`src/rtl/vcode_slew_defs.svh`:
```
// constants for the voltage code slew controller
`ifndef VCODE_SLEW_DEFS_SVH
`define VCODE_SLEW_DEFS_SVH
`define VCODE_MAX            8'hFF
`define VCODE_STEP_MV        10
`define REG_SLOW_SLEW_RATE   8'h25
`define REG_OUTPUT_OFFSET    8'h33
`define SLOW_RATE_RESET      8'h01
`define OFFSET_RESET         8'h00
`define STEP_CLK_MHZ         4
`define CLOCK_MHZ            125
`define STEP_DIV_CYCLES      ((`CLOCK_MHZ + `STEP_CLK_MHZ - 1) / `STEP_CLK_MHZ)
`define READY_MASK_US        2
`define READY_MASK_CYCLES    (`READY_MASK_US * `CLOCK_MHZ)
`endif

```
`src/rtl/vcode_slew_pkg.sv`:
```
// types for the voltage code slew controller
package vcode_slew_pkg;
  typedef enum logic [1:0] {
    cmd_none_type_e,
    cmd_fast_e,
    cmd_slow_e,
    cmd_decay_e
  } cmd_kind_type;
  typedef enum {
    st_idle,
    st_ramp,
    st_decay
  } slew_state_type;
endpackage

```
`src/rtl/step_tick_if.sv`:
```
// stepping tick carrier between controller and tick generator
`timescale 1ns/10ps
interface step_tick_if;
  logic       tick;
  logic [7:0] divide;
  modport gen  (output tick, input divide);
  modport user (input tick, output divide);
endinterface

```
`src/rtl/step_tick_gen.sv`:
```
// stepping clock tick generator
`timescale 1ns/10ps
`include "vcode_slew_defs.svh"
module step_tick_gen (
  input wire logic    clock,
  input wire logic    resetn,
  step_tick_if.gen    tk
);
  logic [15:0] cnt_q;
  logic [15:0] limit;
  assign limit = 16'(`STEP_DIV_CYCLES) * {8'h00, tk.divide};
  always_ff @(posedge clock or negedge resetn) begin
    if (!resetn) begin
      cnt_q <= 16'h0000;
    end else if (cnt_q + 16'h0001 >= limit) begin
      cnt_q <= 16'h0000;
    end else begin
      cnt_q <= cnt_q + 16'h0001;
    end
  end
  assign tk.tick = (cnt_q + 16'h0001 >= limit);
endmodule // step_tick_gen

```
`src/rtl/voltage_code_slew_controller.sv`:
```
// voltage code slew controller top
`timescale 1ns/10ps
`include "vcode_slew_defs.svh"
module voltage_code_slew_controller #(
  parameter int MASK_CYCLES = `READY_MASK_CYCLES
) (
  input  wire logic       clock,
  input  wire logic       resetn,
  input  wire logic       cmd_valid,
  input  wire logic [1:0] cmd_kind,
  input  wire logic [7:0] cmd_code,
  input  wire logic       reg_write,
  input  wire logic [7:0] reg_addr,
  input  wire logic [7:0] reg_wdata,
  input  wire logic       power_cmd_valid,
  input  wire logic       power_cmd_low,
  input  wire logic       transition_settled,
  output logic            cmd_accept,
  output logic            cmd_reject,
  output logic [7:0]      reg_rdata,
  output logic [7:0]      reference_code,
  output logic [7:0]      target_code,
  output logic            busy,
  output logic            full_power_state,
  output logic            all_phases_active,
  output logic            ready_mask,
  output logic            regulator_ready
);
  vcode_slew_pkg::slew_state_type state_q;
  step_tick_if tk ();
  logic [7:0]  slow_rate_q;
  logic [7:0]  offset_q;
  logic [7:0]  vcode_q;
  logic [7:0]  ref_q;
  logic [7:0]  tgt_q;
  logic        use_slow_q;
  logic        fullp_q;
  logic [2:0]  settle_sync_q;
  logic        settle_prev_q;
  logic [31:0] mask_q;
  logic [8:0]  off_sum;
  logic        offset_cmd;
  logic        offset_ok;
  logic        vset_cmd;
  logic        settle_rise;
  logic        step_now;
  logic        ref_moves;

  step_tick_gen u_tick (
    .clock  (clock),
    .resetn (resetn),
    .tk     (tk)
  );
  assign tk.divide = use_slow_q ? slow_rate_q : 8'h01;

  assign busy       = (state_q != vcode_slew_pkg::st_idle);
  assign offset_cmd = reg_write && (reg_addr == `REG_OUTPUT_OFFSET);
  assign off_sum    = {1'b0, vcode_q} + {1'b0, reg_wdata};
  assign offset_ok  = (off_sum <= {1'b0, `VCODE_MAX});
  assign vset_cmd   = cmd_valid && (cmd_kind != 2'b00);
  // every command taken while idle except a lone bad offset is acknowledged; a bad offset beside a voltage set is dropped
  assign cmd_accept = !busy && (vset_cmd || power_cmd_valid
                      || (reg_write && !(offset_cmd && !offset_ok)));
  assign cmd_reject = (busy && (vset_cmd || reg_write || power_cmd_valid))
                      || (!busy && !vset_cmd && offset_cmd && !offset_ok);

  // settled input from outside: three stage synchroniser
  always_ff @(posedge clock or negedge resetn) begin
    if (!resetn) begin
      settle_sync_q <= 3'b000;
      settle_prev_q <= 1'b0;
    end else begin
      settle_sync_q <= {settle_sync_q[1:0], transition_settled};
      if (settle_sync_q[2] == settle_sync_q[1]) begin
        settle_prev_q <= settle_sync_q[2];
      end
    end
  end
  assign settle_rise = (settle_sync_q[2] == settle_sync_q[1]) && settle_sync_q[2]
                       && !settle_prev_q;

  always_ff @(posedge clock or negedge resetn) begin
    if (!resetn) begin
      slow_rate_q <= `SLOW_RATE_RESET;
      offset_q    <= `OFFSET_RESET;
    end else if (reg_write && !busy) begin
      if (reg_addr == `REG_SLOW_SLEW_RATE) begin
        slow_rate_q <= (reg_wdata == 8'h00) ? 8'h01 : reg_wdata;
      end else if (offset_cmd && offset_ok && !vset_cmd) begin
        offset_q <= reg_wdata;
      end
    end
  end

  always_comb begin
    case (reg_addr)
      `REG_SLOW_SLEW_RATE: reg_rdata = slow_rate_q;
      `REG_OUTPUT_OFFSET:  reg_rdata = offset_q;
      default:             reg_rdata = 8'h00;
    endcase
  end

  assign step_now = (state_q == vcode_slew_pkg::st_ramp) ? tk.tick : settle_rise;
  assign ref_moves = busy && step_now && (ref_q != tgt_q);

  always_ff @(posedge clock or negedge resetn) begin
    if (!resetn) begin
      state_q    <= vcode_slew_pkg::st_idle;
      vcode_q    <= 8'h00;
      tgt_q      <= 8'h00;
      ref_q      <= 8'h00;
      use_slow_q <= 1'b0;
    end else begin
      case (state_q)
        vcode_slew_pkg::st_idle: begin
          if (vset_cmd) begin
            vcode_q    <= cmd_code;
            tgt_q      <= 8'(cmd_code + offset_q);
            use_slow_q <= (cmd_kind != 2'b01);
            state_q    <= (cmd_kind == 2'b11) ? vcode_slew_pkg::st_decay
                                              : vcode_slew_pkg::st_ramp;
          end else if (offset_cmd && offset_ok) begin
            tgt_q      <= off_sum[7:0];
            use_slow_q <= 1'b1;
            state_q    <= vcode_slew_pkg::st_ramp;
          end
        end
        vcode_slew_pkg::st_ramp, vcode_slew_pkg::st_decay: begin
          if (ref_q == tgt_q) begin
            state_q <= vcode_slew_pkg::st_idle;
          end else if (step_now) begin
            ref_q <= (ref_q < tgt_q) ? ref_q + 8'h01 : ref_q - 8'h01;
          end
        end
        default: state_q <= vcode_slew_pkg::st_idle;
      endcase
    end
  end

  always_ff @(posedge clock or negedge resetn) begin
    if (!resetn) begin
      fullp_q <= 1'b1;
    end else if (!busy && vset_cmd && cmd_kind != 2'b11) begin
      fullp_q <= 1'b1;
    end else if (!busy && vset_cmd) begin
      fullp_q <= 1'b0;
    end else if (power_cmd_valid && !busy) begin
      fullp_q <= !power_cmd_low;
    end
  end
  assign full_power_state  = fullp_q || (state_q == vcode_slew_pkg::st_ramp);
  assign all_phases_active = full_power_state;

  always_ff @(posedge clock or negedge resetn) begin
    if (!resetn) begin
      mask_q <= 32'h0000_0000;
    end else if (ref_moves) begin
      mask_q <= 32'(MASK_CYCLES);
    end else if (mask_q != 32'h0000_0000) begin
      mask_q <= mask_q - 32'h0000_0001;
    end
  end
  assign ready_mask      = (mask_q != 32'h0000_0000) || busy;
  assign regulator_ready = !ready_mask;
  assign reference_code  = ref_q;
  assign target_code     = tgt_q;

  a_reject_busy: assert property (@(posedge clock) disable iff (!resetn)
    busy && cmd_valid && cmd_kind != 2'b00 |-> cmd_reject && !cmd_accept)
    else $error("command accepted while busy");
  a_power_busy: assert property (@(posedge clock) disable iff (!resetn)
    busy && power_cmd_valid |-> cmd_reject && !cmd_accept)
    else $error("power command accepted while busy");
  a_offset_bad: assert property (@(posedge clock) disable iff (!resetn)
    !busy && offset_cmd && !offset_ok |=> $stable(offset_q))
    else $error("bad offset stored");
  a_offset_good: assert property (@(posedge clock) disable iff (!resetn)
    !busy && !vset_cmd && offset_cmd && offset_ok
    |=> offset_q == $past(reg_wdata) && use_slow_q)
    else $error("offset not stored");
  a_mode_ramp: assert property (@(posedge clock) disable iff (!resetn)
    !busy && vset_cmd && cmd_kind != 2'b11 |=> state_q == vcode_slew_pkg::st_ramp)
    else $error("ramped command did not start a ramp");
  a_mode_decay: assert property (@(posedge clock) disable iff (!resetn)
    !busy && vset_cmd && cmd_kind == 2'b11 |=> state_q == vcode_slew_pkg::st_decay)
    else $error("unslewed command did not start a decay");
  a_step_one: assert property (@(posedge clock) disable iff (!resetn)
    ref_q != $past(ref_q) |-> (ref_q - $past(ref_q) == 8'h01) || ($past(ref_q) - ref_q == 8'h01))
    else $error("step larger than one code");
  a_decay_free: assert property (@(posedge clock) disable iff (!resetn)
    state_q == vcode_slew_pkg::st_decay && !settle_rise |=> $stable(ref_q))
    else $error("decay stepped without a settle edge");
  a_mask: assert property (@(posedge clock) disable iff (!resetn)
    ref_moves |=> mask_q == 32'(MASK_CYCLES) && !regulator_ready)
    else $error("mask not restarted");
  a_full: assert property (@(posedge clock) disable iff (!resetn)
    state_q == vcode_slew_pkg::st_ramp |-> full_power_state && all_phases_active)
    else $error("not full power during ramp");
  a_leave_low: assert property (@(posedge clock) disable iff (!resetn)
    !busy && vset_cmd && cmd_kind != 2'b11 |=> fullp_q [*2])
    else $error("low power kept");
  a_hold_full: assert property (@(posedge clock) disable iff (!resetn)
    fullp_q && !power_cmd_valid && !vset_cmd |=> fullp_q)
    else $error("full power left without a command");
  a_decay_low: assert property (@(posedge clock) disable iff (!resetn)
    state_q == vcode_slew_pkg::st_decay |-> !full_power_state)
    else $error("full power during decay");
  a_decay_step: assert property (@(posedge clock) disable iff (!resetn)
    state_q == vcode_slew_pkg::st_decay && ref_q != $past(ref_q) |-> $past(settle_rise))
    else $error("decay step without settle");
  a_done: assert property (@(posedge clock) disable iff (!resetn)
    busy && ref_q == tgt_q |=> !busy)
    else $error("stays busy at target");
endmodule // voltage_code_slew_controller

```
`config.mk`:
```
export PLATFORM = sky130hd
export DESIGN_NAME = voltage_code_slew_controller
export DESIGN_NICKNAME = d
export VERILOG_FILES = /design/src/rtl/vcode_slew_pkg.sv /design/src/rtl/step_tick_if.sv /design/src/rtl/step_tick_gen.sv /design/src/rtl/voltage_code_slew_controller.sv
export VERILOG_INCLUDE_DIRS = /design/src /design/src/rtl
export SDC_FILE = /design/constraint.sdc
export NUM_CORES = 1
export LEC_CHECK = 0
export BUFFER_PORTS_ARGS = -buffer_cell sky130_fd_sc_hd__buf_2
export CAP_MARGIN = 25
export CORE_ASPECT_RATIO = 1.75
export CORE_MARGIN = 1.5
export CORE_UTILIZATION = 50
export DETAILED_ROUTE_END_ITERATION = 12
export PLACE_DENSITY_LB_ADDON = 0.2
export SLEW_MARGIN = 20
export SYNTH_ARGS = -nofsm -noshare
export SYNTH_HDL_FRONTEND = slang
export SYNTH_SLANG_ARGS = --single-unit
export TNS_END_PERCENT = 10
```
`constraint.sdc`:
```
create_clock -name clock -period 10 [get_ports clock]
set_input_delay 2 -clock clock [delete_from_list [all_inputs] [get_ports clock]]
set_output_delay 2 -clock clock [all_outputs]
set_load 0.03 [all_outputs]
```
Word-level counts from Yosys, hierarchy flattened
Index checks and enable logic that the tools add are counted.
W data, S select, Z words.
{"block": "word_totals", "register_bits": 126, "output_inout_bits": 31, "elab_cells": 104, "input_bits": 33}
{"block": "classes", "muxes": 20, "eq_ne": 13, "add_sub_neg": 6, "order_cmp": 3, "reduce_logical": 48, "n_bitwise": 2}
{"cell": "$mux W32", "n": 5}
{"cell": "$eq A32 B2 Y1 const B", "n": 2}
{"cell": "$pmux W32 S2", "n": 1}
{"cell": "$reduce_bool A32 Y1", "n": 2}
{"cell": "$mux W8", "n": 5}
{"cell": "$eq A32 B1 Y1 const B", "n": 1}
{"cell": "$logic_not A32 Y1", "n": 1}
{"cell": "$sub A32 B1 Y32 const B", "n": 1}
{"cell": "$logic_and A1 B1 Y1", "n": 19}
{"cell": "$add A16 B1 Y16 const B", "n": 1}
{"cell": "$eq A8 B6 Y1 const B", "n": 2}
{"cell": "$ge A16 B13 Y1", "n": 1}
{"cell": "$mux W16", "n": 1}
{"cell": "$pmux W8 S2", "n": 1}
{"cell": "$add A8 B8 Y9", "n": 1}
{"cell": "$le A9 B8 Y1 const B", "n": 1}
{"cell": "$add A8 B1 Y8 const B", "n": 1}
{"cell": "$add A8 B8 Y8", "n": 1}
{"cell": "$eq A8 B8 Y1", "n": 1}
{"cell": "$logic_not A8 Y1", "n": 1}
{"cell": "$lt A8 B8 Y1", "n": 1}
{"cell": "$ne A8 B8 Y1", "n": 1}
{"cell": "$reduce_and A2 Y1", "n": 4}
{"cell": "$sub A8 B1 Y8 const B", "n": 1}
{"cell": "other kinds (14)", "n": 36}

Depth between registers and ports, before layout
Gate-level depths: netlist of the first run.
{"block": "logic_depth", "word_depth": 8, "ltp_mapped": 15, "ltp_nobuf": 15}

By module
Synthesis of the first run repeated with hierarchy kept, for this count alone.
{"block": "hier_totals", "cells_unflattened": 593, "hier_area_um2": 5896.9}
{"mod": "voltage_code_slew_controller", "cells_per_inst": 492, "seq_area_each_um2": 2004.4, "n_inst": 1, "area_each_um2": 4885.9}
{"mod": "step_tick_gen", "cells_per_inst": 101, "seq_area_each_um2": 400.4, "n_inst": 1, "area_each_um2": 1011.0}

Least setup slack after synthesis of the first run
Ideal clock, no wire load.
{"block": "synth_path", "kind": "input port to output port", "from": "in reg_wdata[0]", "to": "out cmd_accept", "path_slack_ns": 3.957, "t_required_ns": 8.000, "arrival_time_ns": 4.043, "cell_stages": 8, "path_cell_list": "ha_1 -> fa_1 -> a21o_1 -> a21oi_1 -> o21ai_0 -> a211oi_1 -> o41ai_1 -> a31oi_1"}
{"block": "synth_via", "elab_chain_len": 8}
{"element": "start: declaration", "line": "voltage_code_slew_controller.sv:14", "source": "input wire logic [7:0] reg_wdata,"}
{"element": "$add A8 B8 Y9", "line": "voltage_code_slew_controller.sv:58", "source": "assign off_sum = {1'b0, vcode_q} + {1'b0, reg_wdata};"}
{"element": "$le A9 B8 Y1", "line": "voltage_code_slew_controller.sv:59", "source": "assign offset_ok = (off_sum <= {1'b0, `VCODE_MAX});"}
{"element": "$logic_not A1 Y1", "line": "voltage_code_slew_controller.sv:63", "source": "|| (reg_write && !(offset_cmd && !offset_ok)));"}
{"element": "$logic_and A1 B1 Y1", "line": "voltage_code_slew_controller.sv:63"}
{"element": "$logic_not A1 Y1", "line": "voltage_code_slew_controller.sv:63"}
{"element": "$logic_and A1 B1 Y1", "line": "voltage_code_slew_controller.sv:63"}
{"element": "$logic_or A1 B1 Y1", "line": "voltage_code_slew_controller.sv:63"}
{"element": "$logic_and A1 B1 Y1", "line": "voltage_code_slew_controller.sv:62", "source": "assign cmd_accept = !busy && (vset_cmd || power_cmd_valid"}
{"element": "end: declaration", "line": "voltage_code_slew_controller.sv:18", "source": "output logic cmd_accept,"}
Every way passes these cells.

Worst setup path in the final report of the first run
Ends and elaborated chain as after synthesis.

==> results of run 1 <==
[per-layer routing]
metal  vias up  wire length, um  global-route usage [%]  part of all wire [%]
met5         -                0                       0                     0
met2       109             7139                   43.92                    54
met1      2127             5065                   24.47                    38
met4         0              569                   12.77                   4.3
met3        42              464                   4.254                   3.5
li1       2150                -                       -                     -
[cells in the mapped netlist (9+ instances only)]
library cell  instances  share of area (%)
a21oi_1              24                2.1
mux2_2               31                6.1
nor2b_1              13                1.4
nand2_1              45                2.9
o21ai_0              17                1.5
dfrtp_1              94                 41
xnor2_1              27                4.1
a22o_1                9                1.4
ha_1                 42                9.1
nor3_1               16                1.4
nand3_1              15                1.3
inv_1                21                1.4
xor2_1               28                4.3
nor2_1               65                4.2
[cell families (layout without fill, tap and decap cells)]
| kind of cell | after synthesis | after routing | share of synthesized area [%] |
|---|---|---|---|
| other cells | 1 | 3 | 0.06521 |
| fa+ha+maj | 45 | 45 | 10.18 |
| mux | 39 | 39 | 7.463 |
| compound gates | 89 | 89 | 10.34 |
| xor+xnor | 55 | 55 | 8.377 |
| buf+inv | 32 | 105 | 2.480 |
| simple gates | 213 | 213 | 19.28 |
| flops | 96 | 96 | 41.82 |
[final cells by class]
cell class              instances  share of cell area (%)
repair buffers                 68                   5.464
multi-input cells             444                   49.42
well taps                     132                   2.539
inverters                      21                   1.212
clock inverters                 4                  0.4425
clock buffers                  12                   3.944
flip-flops and latches         96                   36.98
[registers in the layout, summed over array words and instances, names as in the netlist, 3 cells and up]
register and flops:
offset_q 8, target_code 8, mask_q 32, u_tick.cnt_q 16, settle_sync_q 3, reference_code 8
vcode_q 8, slow_rate_q 8
[power by group through the flow]
stage               Combinational, uW  Clock, uW  Sequential (uW)
floorplan                         538          0              588
global placement                  754          0              548
detailed placement                786          0              549
CTS                               788        336              542
global route                      872        350              552
finish                            783        328              541
[worst max-delay path, delay by kind of cell]
| kind | cells | cell delay, ps |
|---|---|---|
| compound gates | 6 | 1260 |
| buf+inv | 2 | 340 |
| fa+ha+maj | 2 | 620 |
[path summary, 6_finish.rpt]
| kind | start | endpoint | slack (ps) | cells after the start |
|---|---|---|---|---|
| setup / recovery | reg_wdata[0] | cmd_accept | 3770 | 10 |
| hold / removal | settle_sync_q[1]$_DFF_PN0_ | settle_sync_q[2]$_DFF_PN0_ | 390 | 0 |
| setup reg to reg | reference_code[1]$_DFFE_PN0P_ | reference_code[7]$_DFFE_PN0P_ | 6090 | 14 |
| hold reg to reg | settle_sync_q[1]$_DFF_PN0_ | settle_sync_q[2]$_DFF_PN0_ | 390 | 0 |
| max in group asynchronous | resetn | u_tick.cnt_q[5]$_DFF_PN0_ | 7250 | 2 |
| min in group asynchronous | resetn | reference_code[2]$_DFFE_PN0P_ | 1620 | 1 |
[through the flow]
stage          area, um^2  setup WS (ps)
4_1_cts              6504           3787
3_5_place_dp         6218           3806
2_1_floorplan        5758           3957
3_3_place_gp         6218           3861
6_report             6504           3770
5_1_grt              6504           3603
==> out/results.tsv, run 1 <==
metric	value	unit
status	completed	
num_vias	4428	
rsz0062_at_grt	false	
p_sw_share	40.61	%
dp_cells	761	
crit_path_max_incr_delay	400	ps
core	11170	um^2
ios	64	
regArea	2405	um^2
netlist_area	5751	um^2
cts_root_buffer	clkbuf_16	
critPathLaunchType	input port	
leakage	0.003052	uW
worstSetupPathType	input port to primary output	
grt_max_degree	60	
ys_warn_count	0	
crit_fanout	3	
grt_usage	23.42	%
multi_input_area	3214	um^2
final.setup.tns	0	ps
layout.nets	718	
grt_pass1_wl	22.27	mm
p_seq_share	32.7	%
clock.fmax	160.5	MHz
drive_above_1_share	20.16	%
vias_per_cell	5.699	
period_share	62.30	%
peakVddDrop	179.7	uV
cts_inserted_buffers	9	
drt_iter0_drc	179	
grt.overflow.total	0	
grt_pass1_vias	4662	
required	8000	ps
rows	51	
dp_hpwl	10.36	mm
avgSynthCellArea	10.09	um^2
crit_arrival	4230	ps
powerDensity	254.1	nW/um^2
portBuffers	63	
ctsResizeCount	0	
cp-end-kind	primary output	
synth_edf_count	0	
holdWs	386.3	ps
intPower	981.4	uW
cts_hold_buf	0	
async_flop_share	100.0	%
layout_commonest_cell	dfrtp_1	
fin_cells	777	
num_antenna_cells	0	
drt_first_pass_iters	4	
ys_seq_elements	96	
hold_viol_final	0	
total_power	1653	uW
die-area	12180	um^2
start_util	51.50	%
cts_max_level	3	
worstMarginPinSlew	1033	ps
fin_util	58.24	%
syn2layout_area_growth	13.10	%
clock_latency	350	ps
setup_viol	0	
min_path_type	flip-flop to flip-flop	
crit_top_cell	buf_2	
finalCriticalPeriod	6230	ps
route.detailed.drc	0	
clock_sinks	96	
fp.dieH	144.9	um
final_max_slew_viol_count	0	
seq_area_frac_synth	41.82	%
wl_per_cell	17.04	um
slowest_stage	fa_1	
clkSlewWorstSetupHoldPaths	60	ps
detail-route-antenna-nets	0	
yosysUniqueCellTypes	59	
cts_tree	yes	
cts_setup_buffers	0	
gp_congestion	0.9830	
synthFlopType	dfrtp_1	
pwr-share-comb	47.4	%
drv_cap	0	
grt_antenna_before_repair	0	
cp_cell_sequence	buf_2, ha_1, fa_1, a21o_1, a21oi_1, o21ai_0, a211oi_1, o41ai_1, a31oi_1, buf_2	
dieWidth	84.07	um
final_cell_mix	dfrtp_1 (94), nor2_1 (65), buf_2 (62), nand2_1 (45), ha_1 (42)	
postRouteWirelength	13.24	mm
finClkSkew	7.326	ps
switchingPower	671.2	uW
max_slew_margin	31.12	%
fillers	975	
synth_cells	570	
pwr-share-clk	19.9	%
cts_max_path_buffers	2	
Power figures use the tool's default switching activity.
==> run 2, diff against run 1 <==
==> constraint.sdc (replaced) <==
create_clock -name clock -period 6.3 [get_ports clock]
set_input_delay 1.26 -clock clock [delete_from_list [all_inputs] [get_ports clock]]
set_output_delay 1.26 -clock clock [all_outputs]
set_load 0.03 [all_outputs]
==> run 2 against run 1 <==
Sequential share of layout area is 0.13 points lower. Critical path type unchanged. Sequential power up 59%. Non-clock buffer count is the same. Global-route usage decreased by 0.31 points. Register-to-register slack got worse by 3600 ps. Worst setup slack got worse by 2200 ps. Clock skew shrank 1.9 ps. First-iteration DRC count is 0.56% higher.
==> out/results.tsv, run 2 (same netlist as run 1, synthesis figures left out) <==
metric	value	unit	change
clkSlewWorstSetupHoldPaths	70	ps	about the same
fp.dieH	144.9	um	unchanged
hp-start	settle_sync_q[1]$_DFF_PN0_		
layout_commonest_cell	dfrtp_1		
min_path_type	flip-flop to flip-flop		
min_path_cells	0		unchanged
reg2reg_to	reference_code[7]$_DFFE_PN0P_		
r2r_slack	2450	ps	-3640 ps
status	completed		
cts_hold_buf	0		unchanged
drt_iter0_drc	180		+0.56%
wl_per_cell	17.02	um	-0.11%
portBuffers	63		unchanged
peakVddDrop	291.3	uV	+62%
worstMarginPinSlew	1055	ps	+21.40 ps
cts_max_level	3		unchanged
crit_fanout	3		unchanged
clock_latency	340	ps	about the same
max_slew_margin	29.70	%	-1.4 points
top_register	mask_q		
grt_pass1_vias	4742		+1.7%
cts_max_path_buffers	2		unchanged
detail-route-antenna-nets	0		unchanged
cts_setup_buffers	0		unchanged
rsz0062_at_grt	false		
clock.fmax	210.4	MHz	
finalCriticalPeriod	4754	ps	
grt_antenna_before_repair	0		unchanged
leakage	0.003068	uW	+0.53%
dieWidth	84.07	um	unchanged
grt_pass1_wl	22.16	mm	-0.50%
grt.overflow.total	0		unchanged
cts_root_buffer	clkbuf_16		
grt_max_degree	50		-17%
hold_viol_final	0		unchanged
cts_tree	yes		
r2r_cells	14		unchanged
dp_hpwl	10.33	mm	-0.37%
largest_reg_flops	32		unchanged
drive_above_1_share	20.00	%	-0.16 points
final_max_slew_viol_count	0		unchanged
crit-reg2reg-launch	reference_code[1]$_DFFE_PN0P_		
route.detailed.drc	0		unchanged
layout.nets	718		unchanged
cts_inserted_buffers	9		unchanged
setup_viol	0		unchanged
crit_arrival	3490	ps	-740 ps
grt_usage	23.11	%	-0.31 points
powerDensity	409.5	nW/um^2	+61%
drt_first_pass_iters	4		unchanged
worstSetupPathType	input port to primary output		
ctsResizeCount	0		unchanged
vias_per_cell	5.758		+1.0%
drv_cap	0		unchanged
die-area	12180	um^2	unchanged
min_delay_worst_endpoint	settle_sync_q[2]$_DFF_PN0_		
required	5040	ps	-2960 ps
cp-end-kind	primary output		
fin_util	58.44	%	+0.20 points
final.setup.tns	0	ps	unchanged
rows	51		unchanged
clock_sinks	96		unchanged
num_antenna_cells	0		unchanged
syn2layout_area_growth	13.49	%	
finClkSkew	5.385	ps	-1.941 ps
ios	64		unchanged
core	11170	um^2	unchanged
top_regs	mask_q (32), u_tick.cnt_q (16)		
postRouteWirelength	13.22	mm	-0.11%
num_vias	4474		+1.0%
critPathLaunchType	input port		
start_util	51.50	%	unchanged
gp_congestion	0.9557		-2.8%
final_cell_mix	dfrtp_1 (94), nor2_1 (65), buf_2 (62), nand2_1 (45), ha_1 (42)		
period_share	75.46	%	
run 2: changes by cell type in the layout (fill, tap and decap cells not counted):
cell,previous run,this run
clkinvlp_4,2,0
inv_6,0,2
bufinv_16,0,1
clkbuf_1,1,2
clkinv_2,1,0
clkinv_4,1,0
run 2: critical path: stages:
cell      delay [ps]
buf_2            120
ha_1             220
fa_1             410
a21o_1           180
a21oi_1          260
o21ai_0          120
a211oi_1         400
o41ai_1          130
a31oi_1          160
buf_2            220
run 2: power by group:
group,total [uW],leakage (uW),switching [uW],internal (uW)
logic,1250,0.00168,717,529
clock network,564,0.000151,231,333
registers,862,0.00123,121,741
run 2: through the flow:
step / instances / power [uW] / worst slack, ps / instance area [um^2] / hold slack, ps
after detailed placement: 761 / 2117 / 1583 / 6218 / 379.3
after global routing: 777 / 2856 / 1462 / 6526 / 408.0
after CTS: 777 / 2696 / 1566 / 6526 / 401.2
final: 777 / 2672 / 1546 / 6526 / 391.9
after floorplan: 572 / 1788 / 1737 / 5758 / 331.2
after global placement: 761 / 2071 / 1617 / 6218 / 380.8
run 2: layout make-up:
class / count / area (um^2)
inverter: 21 / 78.83
timing repair buffer: 68 / 355.3
multi-input combinational: 444 / 3214
clock inverter: 3 / 47.55
sequential: 96 / 2405
tap: 132 / 165.2
clock buffer: 13 / 260.3
fill: 985 / 4641
run 2: worst max path at each step:
stage / from / endpoint / slack (ps) / cells after the start
2_1_floorplan: reg_wdata[0] / cmd_accept / 1740 / 8
3_3_place_gp: reg_wdata[0] / cmd_accept / 1620 / 10
3_5_place_dp: reg_wdata[0] / cmd_accept / 1580 / 10
4_1_cts: reg_wdata[0] / cmd_accept / 1570 / 10
5_1_grt: reg_wdata[0] / cmd_accept / 1460 / 10
6_report: reg_wdata[0] / cmd_accept / 1550 / 10
run 2: per-layer routing:
| layer | share of wire, % | GRT usage, % |
|---|---|---|
| met1 | 38 | 23.69 |
| met2 | 53 | 42.78 |
| met3 | 3.6 | 3.914 |
| met4 | 5.4 | 15.27 |
| met5 | 0 | 0 |
